<file path="src/obl_regs.vh">
`ifndef OBL_REGS_VH
`define OBL_REGS_VH
// ----------------------------------------
// Register offsets
// ----------------------------------------
`define OBL_ADDR_CFG0 12'h000
`define OBL_ADDR_CFG1 12'h004
`define OBL_ADDR_TRIM_ADDR 12'h008
`define OBL_ADDR_TRIM_DATA 12'h00c
`define OBL_ADDR_STATUS 12'h010
// ----------------------------------------
// Flash locations
// ----------------------------------------
`define OBL_FLASH_CFG0 16'h0000
`define OBL_FLASH_CFG1 16'h0001
`define OBL_INFO_BASE 16'hfe20
// ----------------------------------------
// Configuration byte zero fields
// ----------------------------------------
`define OBL_BIT_WDT_ACTION 7
`define OBL_BIT_WDT_AUTO 6
`define OBL_BIT_XTAL_HI 5
`define OBL_BIT_XTAL_LO 4
`define OBL_BIT_BROWNOUT 3
`define OBL_BIT_READ_BLOCK 2
`define OBL_BIT_WRITE_GUARD 0
// ----------------------------------------
// Reset values and counts
// ----------------------------------------
`define OBL_CFG_RESET 8'hff
`define OBL_TRIM_RESET 8'h00
`define OBL_TRIM_ENTRIES 32
`define OBL_TRIM_LAST 5'h1f
`endif

</file>
<file path="src/obl_option_bit_loader.v">
// Operation
// - Load configuration from flash every reset
// - Configuration comes only from bytes 0000h, 0001h
// - Page 0 erase also clears configuration
// - New configuration acts only after reset
// - Factory trims live in information page
// - Trim working copies reloaded at reset
// - Trim data write updates working copy only
// - Trim data read returns working copy
// - Bit 7 picks watchdog interrupt or reset
// - Bit 6 low starts watchdog automatically
// - Bits 5:4 select crystal drive
// - Bit 3 keeps brownout on in halt
// - Bit 2 low blocks external reads
// - Bit 0 low guards flash writes
// - Trims reloaded after halt recovery too
//
// Design decision made here: register access over APB.
`timescale 1ns/1ps
`include "obl_regs.vh"
module obl_option_bit_loader (
  // Clock and reset
  input wire CLOCK,
  input wire SRST,
  // Halt recovery pulse, same clock
  input wire HALT_WAKE,
  // Flash read port
  output reg FLASH_RD,
  output reg [15:0] FLASH_ADDR,
  input wire [7:0] FLASH_RDATA,
  input wire FLASH_VALID,
  // APB slave
  input wire PSEL,
  input wire PENABLE,
  input wire PWRITE,
  input wire [11:0] PADDR,
  input wire [31:0] PWDATA,
  output wire PREADY,
  output reg [31:0] PRDATA,
  output wire PSLVERR,
  // Applied configuration
  output wire CPU_RELEASE,
  output wire WATCHDOG_TIMEOUT_ACTION,
  output wire WATCHDOG_AUTO_START,
  output wire [1:0] CRYSTAL_DRIVE_SELECT,
  output wire BROWNOUT_KEEP_ON,
  output wire EXTERNAL_READ_BLOCK,
  output wire FLASH_WRITE_GUARD,
  output wire [7:0] CONFIG_BYTE_ONE,
  output wire [255:0] TRIM_VALUES
);
  // ----------------------------------------
  // Loader state
  // ----------------------------------------
  localparam ST_CFG0 = 2'd0;
  localparam ST_CFG1 = 2'd1;
  localparam ST_TRIM = 2'd2;
  localparam ST_DONE = 2'd3;
  reg [1:0] state;
  reg [1:0] next_state;
  reg [4:0] trim_idx;
  reg [7:0] cfg0;
  reg [7:0] cfg1;
  reg [7:0] trim_mem [0:`OBL_TRIM_ENTRIES-1];
  reg [4:0] trim_sel;
  reg loaded;
  wire apb_wr;
  wire apb_rd;
  wire flash_busy;
  reg halt_pending;
  reg [6:0] cfg_out;
  reg [7:0] cfg1_out;
  reg [31:0] next_prdata;
  wire [31:0] load_hit;
  wire [31:0] cpu_hit;

  // Unmapped access is flagged once ready, early access only stalls; decode used twice
  function is_mapped;
    input [11:0] a;
    begin
      is_mapped = (a == `OBL_ADDR_CFG0) || (a == `OBL_ADDR_CFG1) ||
        (a == `OBL_ADDR_TRIM_ADDR) || (a == `OBL_ADDR_TRIM_DATA) ||
        (a == `OBL_ADDR_STATUS);
    end
  endfunction

  // Polarity of each field is fixed here once; used at reset and load
  function [6:0] decode_cfg;
    input [7:0] b;
    begin
      decode_cfg = {
        b[`OBL_BIT_WDT_ACTION],
        !b[`OBL_BIT_WDT_AUTO],
        b[`OBL_BIT_XTAL_HI:`OBL_BIT_XTAL_LO],
        b[`OBL_BIT_BROWNOUT],
        !b[`OBL_BIT_READ_BLOCK],
        !b[`OBL_BIT_WRITE_GUARD]
      };
    end
  endfunction

  // A pending wake keeps the bus stalled; PRDATA is latched in the setup phase, so a read set up before the reload ends sees the old trim
  assign flash_busy = (state != ST_DONE) || halt_pending;
  // Zero wait states once loaded; during a load the bus stalls
  assign PREADY = !flash_busy;
  assign PSLVERR = PSEL && PENABLE && PREADY && !is_mapped(PADDR);
  assign apb_wr = PSEL && PENABLE && PREADY && PWRITE && is_mapped(PADDR);
  assign apb_rd = PSEL && !PENABLE && !PWRITE;

  // ----------------------------------------
  // Fetch sequencer
  // ----------------------------------------
  always @* begin
    next_state = state;
    case (state)
      ST_CFG0: begin
        if (FLASH_VALID) begin
          next_state = ST_CFG1;
        end
      end
      ST_CFG1: begin
        if (FLASH_VALID) begin
          next_state = ST_TRIM;
        end
      end
      ST_TRIM: begin
        if (FLASH_VALID && trim_idx == `OBL_TRIM_LAST) begin
          next_state = ST_DONE;
        end
      end
      ST_DONE: begin
        if (HALT_WAKE || halt_pending) begin
          next_state = ST_TRIM;
        end
      end
      default: begin
        next_state = ST_CFG0;
      end
    endcase
  end

  always @(posedge CLOCK) begin
    if (SRST) begin
      state <= ST_CFG0;
      FLASH_RD <= 1'b0;
    end else begin
      state <= next_state;
      FLASH_RD <= (next_state != ST_DONE);
    end
  end

  // ----------------------------------------
  // Halt recovery
  // ----------------------------------------
  // A wake during a load would be lost; remember it and reload later
  always @(posedge CLOCK) begin
    if (SRST) begin
      halt_pending <= 1'b0;
    end else if (HALT_WAKE && flash_busy) begin
      halt_pending <= 1'b1;
    end else if (state == ST_DONE) begin
      halt_pending <= 1'b0;
    end
  end

  // Address walks 0000h, 0001h, then the information page
  always @(posedge CLOCK) begin
    if (SRST) begin
      FLASH_ADDR <= `OBL_FLASH_CFG0;
    end else begin
      case (state)
        ST_CFG0: begin
          if (FLASH_VALID) begin
            FLASH_ADDR <= `OBL_FLASH_CFG1;
          end else begin
            FLASH_ADDR <= `OBL_FLASH_CFG0;
          end
        end
        ST_CFG1: begin
          if (FLASH_VALID) begin
            FLASH_ADDR <= `OBL_INFO_BASE;
          end
        end
        ST_TRIM: begin
          if (FLASH_VALID) begin
            FLASH_ADDR <= `OBL_INFO_BASE + {11'h000, trim_idx + 5'h01};
          end
        end
        ST_DONE: begin
          if (HALT_WAKE || halt_pending) begin
            FLASH_ADDR <= `OBL_INFO_BASE;
          end
        end
        default: begin
          FLASH_ADDR <= `OBL_FLASH_CFG0;
        end
      endcase
    end
  end

  always @(posedge CLOCK) begin
    if (SRST) begin
      trim_idx <= 5'h00;
    end else begin
      case (state)
        ST_CFG1: begin
          if (FLASH_VALID) begin
            trim_idx <= 5'h00;
          end
        end
        ST_TRIM: begin
          if (FLASH_VALID) begin
            trim_idx <= trim_idx + 5'h01;
          end
        end
        ST_DONE: begin
          if (HALT_WAKE || halt_pending) begin
            trim_idx <= 5'h00;
          end
        end
        default: begin
          trim_idx <= trim_idx;
        end
      endcase
    end
  end

  // Bytes are latched only here, so a later flash program or
  // page 0 erase shows up after the next reset
  always @(posedge CLOCK) begin
    if (SRST) begin
      cfg0 <= `OBL_CFG_RESET;
      cfg1 <= `OBL_CFG_RESET;
    end else begin
      if (state == ST_CFG0 && FLASH_VALID) begin
        cfg0 <= FLASH_RDATA;
      end
      if (state == ST_CFG1 && FLASH_VALID) begin
        cfg1 <= FLASH_RDATA;
      end
    end
  end

  // Set once the first trim pass starts; release also needs DONE
  always @(posedge CLOCK) begin
    if (SRST) begin
      loaded <= 1'b0;
    end else if (state == ST_TRIM) begin
      loaded <= 1'b1;
    end
  end

  // ----------------------------------------
  // Trim working copies
  // ----------------------------------------
  genvar g;
  generate
    for (g = 0; g < `OBL_TRIM_ENTRIES; g = g + 1) begin : trim_gen
      localparam [4:0] IDX = g;
      // Flash reload has priority over a CPU write in the same cycle
      assign load_hit[g] = (state == ST_TRIM) && FLASH_VALID &&
        (trim_idx == IDX);
      assign cpu_hit[g] = apb_wr && (PADDR == `OBL_ADDR_TRIM_DATA) &&
        (trim_sel == IDX);
      always @(posedge CLOCK) begin
        if (SRST) begin
          trim_mem[g] <= `OBL_TRIM_RESET;
        end else if (load_hit[g]) begin
          trim_mem[g] <= FLASH_RDATA;
        end else if (cpu_hit[g]) begin
          trim_mem[g] <= PWDATA[7:0];
        end
      end
      assign TRIM_VALUES[g*8+7:g*8] = trim_mem[g];
    end
  endgenerate

  // ----------------------------------------
  // Register file
  // ----------------------------------------
  always @(posedge CLOCK) begin
    if (SRST) begin
      trim_sel <= 5'h00;
      PRDATA <= 32'h00000000;
    end else begin
      if (apb_wr && PADDR == `OBL_ADDR_TRIM_ADDR) begin
        // Only 32 entries exist; upper index bits are dropped
        trim_sel <= PWDATA[4:0];
      end
      if (apb_rd) begin
        PRDATA <= next_prdata;
      end
    end
  end

  always @* begin
    case (PADDR)
      `OBL_ADDR_CFG0: begin
        next_prdata = {24'h000000, cfg0};
      end
      `OBL_ADDR_CFG1: begin
        next_prdata = {24'h000000, cfg1};
      end
      `OBL_ADDR_TRIM_ADDR: begin
        next_prdata = {27'h0000000, trim_sel};
      end
      `OBL_ADDR_TRIM_DATA: begin
        next_prdata = {24'h000000, trim_mem[trim_sel]};
      end
      `OBL_ADDR_STATUS: begin
        next_prdata = {29'h00000000, loaded, state};
      end
      default: begin
        next_prdata = 32'h00000000;
      end
    endcase
  end

  // ----------------------------------------
  // Configuration outputs
  // ----------------------------------------
  // Registered so the pins never glitch while cfg0 is loading; they
  // trail cfg0 by one cycle, long before the CPU is released
  always @(posedge CLOCK) begin
    if (SRST) begin
      cfg_out <= decode_cfg(`OBL_CFG_RESET);
      cfg1_out <= `OBL_CFG_RESET;
    end else begin
      cfg_out <= decode_cfg(cfg0);
      cfg1_out <= cfg1;
    end
  end

  // Held in reset until the first trim pass completes
  assign CPU_RELEASE = loaded && !flash_busy;
  assign WATCHDOG_TIMEOUT_ACTION = cfg_out[6];
  assign WATCHDOG_AUTO_START = cfg_out[5];
  assign CRYSTAL_DRIVE_SELECT = cfg_out[4:3];
  assign BROWNOUT_KEEP_ON = cfg_out[2];
  // Bit 1 is not decoded; its value is the programmer's concern
  assign EXTERNAL_READ_BLOCK = cfg_out[1];
  assign FLASH_WRITE_GUARD = cfg_out[0];
  assign CONFIG_BYTE_ONE = cfg1_out;
endmodule // obl_option_bit_loader

</file>
<file path="config.mk">
export PLATFORM = sky130hd
export DESIGN_NAME = obl_option_bit_loader
export DESIGN_NICKNAME = d
export VERILOG_FILES = /design/src/obl_option_bit_loader.v
export VERILOG_INCLUDE_DIRS = /design/src
export SDC_FILE = /design/constraint.sdc
export NUM_CORES = 1
export LEC_CHECK = 0
export BUFFER_PORTS_ARGS = -buffer_cell sky130_fd_sc_hd__buf_4
export CORE_MARGIN = 3
export CORE_UTILIZATION = 55
export CTS_CLUSTER_SIZE = 24
export DETAILED_ROUTE_END_ITERATION = 10
export PLACE_DENSITY = 0.87
export SETUP_SLACK_MARGIN = 0.5
export SYNTH_ARGS = -nofsm -noshare
export SYNTH_HDL_FRONTEND = slang
export SYNTH_SLANG_ARGS = --single-unit
</file>
<file path="constraint.sdc">
create_clock -name CLOCK -period 3.45 [get_ports CLOCK]
set_input_delay 0.5175 -clock CLOCK [delete_from_list [all_inputs] [get_ports CLOCK]]
set_output_delay 0.5175 -clock CLOCK [all_outputs]
set_load 0.02 [all_outputs]
</file>
# --- After elaboration in Yosys (flattened, before gate mapping) ---
# Memories as Yosys holds them, arrays and structs flattened. A register that Yosys moved wholly into a read port is not among the register bits.
# Cells that the tools add are included.
op_classes:
  n_addsub: 2
  eq_ne: 74
  mux: 309
  bitwise_logic: 64
  n_reduce_logical: 100
op_table:
  columns: ["op", "count"]
  rows:
  - ["2-to-1 mux 8 bit", 64]
  - ["2-to-1 mux 1 bit", 229]
  - ["equality test 5 bit, second input constant", 32]
  - ["equality test 5 x 4 -> 1 bit, second input constant", 16]
  - ["logical AND 1 bit", 79]
  - ["bitwise OR 1 bit", 64]
  - ["one-hot mux 16 bit (4 select lines)", 1]
  - ["2-to-1 mux 16 bit", 3]
  - ["equality test 5 x 3 -> 1 bit, second input constant", 8]
  - ["one-hot mux 8 bit (5 select lines)", 1]
  - ["2-to-1 mux 5 bit", 5]
  - ["equality test 12 x 4 -> 1 bit, second input constant", 2]
  - ["equality test 5 x 2 -> 1 bit, second input constant", 4]
  - ["one-hot mux 5 bit (3 select lines)", 1]
  - ["equality test 12 x 3 -> 1 bit, second input constant", 1]
  - ["equality test 12 x 5 -> 1 bit, second input constant", 1]
  - ["logical NOT 12 bit", 1]
  - ["adder 10 x 6 -> 11 bit, first input constant", 1]
  - ["equality test 5 x 1 -> 1 bit, second input constant", 2]
  - ["logical NOT 5 bit", 2]
  - ["!= test 2 bit, second input constant", 5]
  - ["2-to-1 mux 2 bit", 4]
  - ["one-hot mux 2 bit (4 select lines)", 1]
  - ["logical NOT 1 bit", 7]
  - ["other kinds (9)", 15]
word_totals:
  ff_bits: 94
  ramBits: 256
  in_bits: 59
  out_inout_bits: 323
  word_cells: 562
  memories: 1
memory_table:
  columns: ["memory", "depth", "word_bits", "read_ports", "rd_ports_with_merged_regs", "wr", "line_no", "source"]
  rows:
  - ["trim_mem", 32, 8, 33, 1, 32, "obl_option_bit_loader.v:64", "reg [7:0] trim_mem [0:`OBL_TRIM_ENTRIES-1];"]

# --- Longest topological paths before layout ---
depth:
  depth_word: 13
  ltp_mapped: 8
  mapped_depth_nobuf: 7

# --- Worst setup path after synthesis ---
# OpenSTA, ideal clock, no wires.
synth_path:
  path_kind: "input-to-reg"
  start: "in PADDR[9]"
  end: "mem trim_mem[31][0] (enable)"
  setup_ns: 0.326
  t_arrival_ns: 2.260
  required_time_ns: 3.124
  slack_ns: 0.864
  cell_stages: 6
  n_path_buf: 1
  path_cell_list: "nor4_4 nand4_1 or4_4 buf_6 nor3b_4 a211o_1"
synth_rtl:
  columns: ["item", "line_no", "source"]
  rows:
  - ["from (decl)", "obl_option_bit_loader.v:36", "input wire [11:0] PADDR,"]
  - ["to (decl)", "obl_option_bit_loader.v:64", null]

==> qor.yml <==
synthesis:
  synth_ff_type: "edfxtp_1"
  yosysWarnings: 0
  ys_ff_latch: 321
  yosys-top-cells-area: "edfxtp_1 (47%), a22o_1 (14%), dfxtp_1 (7.9%), mux4_2 (5.5%), mux2i_1 (3.8%)"
  avgSynthCellArea_um2: 12.5
  synth-edff-count: 256
  synthArstFlopShare_pct: 0
  synth_area_um2: 16400
  synth.distinct_cells: 60
  ys_seq_area_share_pct: 54.8
  yosys.area.top_type: "edfxtp_1"
  synth_top_area_share_pct: 46.8
  ys_top_cells_by_count: "a22o_1 (256), edfxtp_1 (256), clkbuf_1 (91), nor2_1 (78), nand2_1 (67)"
  synthCells: 1310
cts:
  clk_path_buf_depth: 3
  cts_made_buffers: 35
  path_clk_slew_ps: 60
  ctsHoldBuffers: 0
  tritoncts: "yes"
  cts_max_level: 2
  numClockSinks: 321
  root_buffer: "clkbuf_16"
  clkLatencyLatePin_ps: 520
grt:
  grt_pass1_vias: 13226
  grt-ovfl-total: 0
  grt.total_usage_pct: 37.9
  grt_antenna_before_repair: 2
  grt_pass1_wl_mm: 88.0
  grt_max_degree: 66
setup_path:
  crit_required_ps: 3640
  path_max_fanout: 12
  crit_buf_inv: 0
  endpoint_kind: "flop"
  path_cells: "and3b_1, nand4_1, or4_4, nor2_2, a211o_1"
  critPathMaxStageDelay_ps: 670
  criticalPathCategory: "reg2reg"
  startpoint: "state[0]$_SDFF_PP0_"
  critPathTopFamily: "simple AND/OR/NAND/NOR gates"
  cp_data_arrival_time_ps: 3000
  start_kind: "flop"
  r2r-start: "state[0]$_SDFF_PP0_"
  crit_slowest_cell: "or4_4"
timing:
  worstMarginPinSlew_ps: 1150
  fmax_ghz: 0.356
  final-hold-violation-count: 0
  setup_viol: 0
  final_max_slew_viol_count: 0
  rsz0062_at_grt: "false"
  finalCriticalPeriod_ps: 2810
  tns_ps: 0
  max_slew_margin_pct: 23.2
  skew_ps: 20.5
  fin_crit_sh_pct: 81.4
min_path:
  hp-start: "HALT_WAKE"
  hold_path_class: "in2reg"
job:
  cap_violations: 0
layout:
  finalCoreUtilization_pct: 68.8
  final_nets: 1628
  antenna_cells: 0
  fillers: 2014
  syn_to_final_growth_pct: 21.9
  drive_gt1_share_pct: 32.3
placement:
  io_buffers: 330
  dpl.hpwl_mm: 43.4
  gp_congestion: 1.03
power:
  p_seq_share_pct: 49.9
  power_frac_comb_pct: 10.8
  p_int_w: 0.00668
  p_per_area_nw_per_um2: 451
  p_sw_share_pct: 26.0
  vdd_drop_max_mv: 0.305
  p_leak_nw: 7.59
  switchingPower_w: 0.00235
  clkPwrFrac_pct: 39.3
drt:
  detail-route-antenna-nets: 0
  via_per_inst: 7.11
  avgRoutedWirePerCell_um: 31.8
  drt_first_pass_iters: 5
  drt_iter0_drc: 2243
  routed_wl_mm: 62.7
  drc: 0
  vias: 14002
floorplan:
  die_y_um: 179
  ioPinCount: 382
  rows: 62
  dieArea_um2: 32000
  fp.coreArea_um2: 29100
  die_x_um: 179
  start_util_pct: 56.4
outcome:
  outcome: "complete, no violations"
==> registers in the layout (all words and copies together) (netlist names), 2 cells and up, named ones only <==
name	count
trim_sel	5
trim_idx	5
trim_mem	256
cfg0	8
cfg1	8
state	2
FLASH_ADDR	6
PRDATA	8
cfg_out	7
CONFIG_BYTE_ONE	8
==> per-layer routing <==
metal	part of all wire [%]	wire, um	GRT usage, %
met1	32	20000	46.8
met2	46	28600	60.5
met3	15	9530	10.9
met4	7.1	4430	20.4
met5	0.045	28	0
==> cell usage in the layout (no fill, tap or decap), types with 15 or more instances in the layout <==
master / count
clkbuf_16: 36
buf_4: 355
nor2_1: 78
a22oi_1: 19
mux2i_1: 63
nor2b_1: 15
nand2_1: 67
conb_1: 27
a21oi_1: 38
edfxtp_1: 256
a22o_1: 256
or3_1: 17
mux4_2: 40
dfxtp_1: 62
nor3_1: 16
a211o_1: 16
nand3_1: 19
nand3b_1: 21
==> timing repair <==
action,CTS,global route
setup buffers,0,2
pin swaps,0,4
endpoints found under the setup margin,8,176
gates resized for setup,1,9
==> final cells by class <==
cell class	count	area [um^2]	share of cell area, %
repair buffers	357	2710	13.5
flip-flops and latches	321	8990	45.0
clock inverters	16	106	0.531
multi-input cells	842	6750	33.7
clock buffers	43	948	4.74
well taps	384	480	2.40
inverters	6	22.5	0.113
==> worst min-delay path, delay by kind of cell <==
family / cells / cell delay, ps
AO/OA/AOI/OAI: 1 / 60
buffers and inverters: 1 / 120
AND/OR/NAND/NOR: 1 / 50
==> path summary, 6_finish.rpt <==
check                                                  to  slack, ps  cells past startpoint
worst max-delay path            trim_mem[28][6]$_DFFE_PP_        640                      5
worst max register to register  trim_mem[28][6]$_DFFE_PP_        640                      5
worst min register to register      cfg_out[5]$_SDFF_PP0_        450                      1
worst min-delay path            halt_pending$_SDFFE_PP0P_        290                      3
==> through the flow <==
step	setup slack (ps)	power (W)	cells	hold WS (ps)	cell area, um^2
2_1_floorplan	864	0.00505	1336	406	16500
3_3_place_gp	445	0.00550	1908	441	18900
3_5_place_dp	375	0.00552	1908	443	18900
4_1_cts	509	0.00895	1967	278	20000
5_1_grt	500	0.00919	1969	332	20000
6_report	640	0.00902	1969	288	20000
==> cells by family (layout without fill, tap and decap cells) <==
logic type,Yosys count,in the layout,synth area share (%)
AOI/OAI and AO/OA,374,374,18.6
and+or+nand+nor,330,330,11.7
DFF,321,321,54.8
buffers and inverters,173,422,4.95
muxes,103,103,9.33
adders and majority gates,6,6,0.457
xor gates and xnor gates,2,2,0.107
other,1,27,0.0228
==> power by group through the flow <==
stage          sequential [W]  combinational (W)  clock, W
2_1_floorplan         0.00468           0.000370         0
3_3_place_gp          0.00457           0.000929         0
3_5_place_dp          0.00457           0.000946         0
4_1_cts               0.00449           0.000950   0.00351
5_1_grt               0.00450            0.00100   0.00368
6_report              0.00450           0.000974   0.00355
Note: power is estimated with default switching activity, not from simulation.
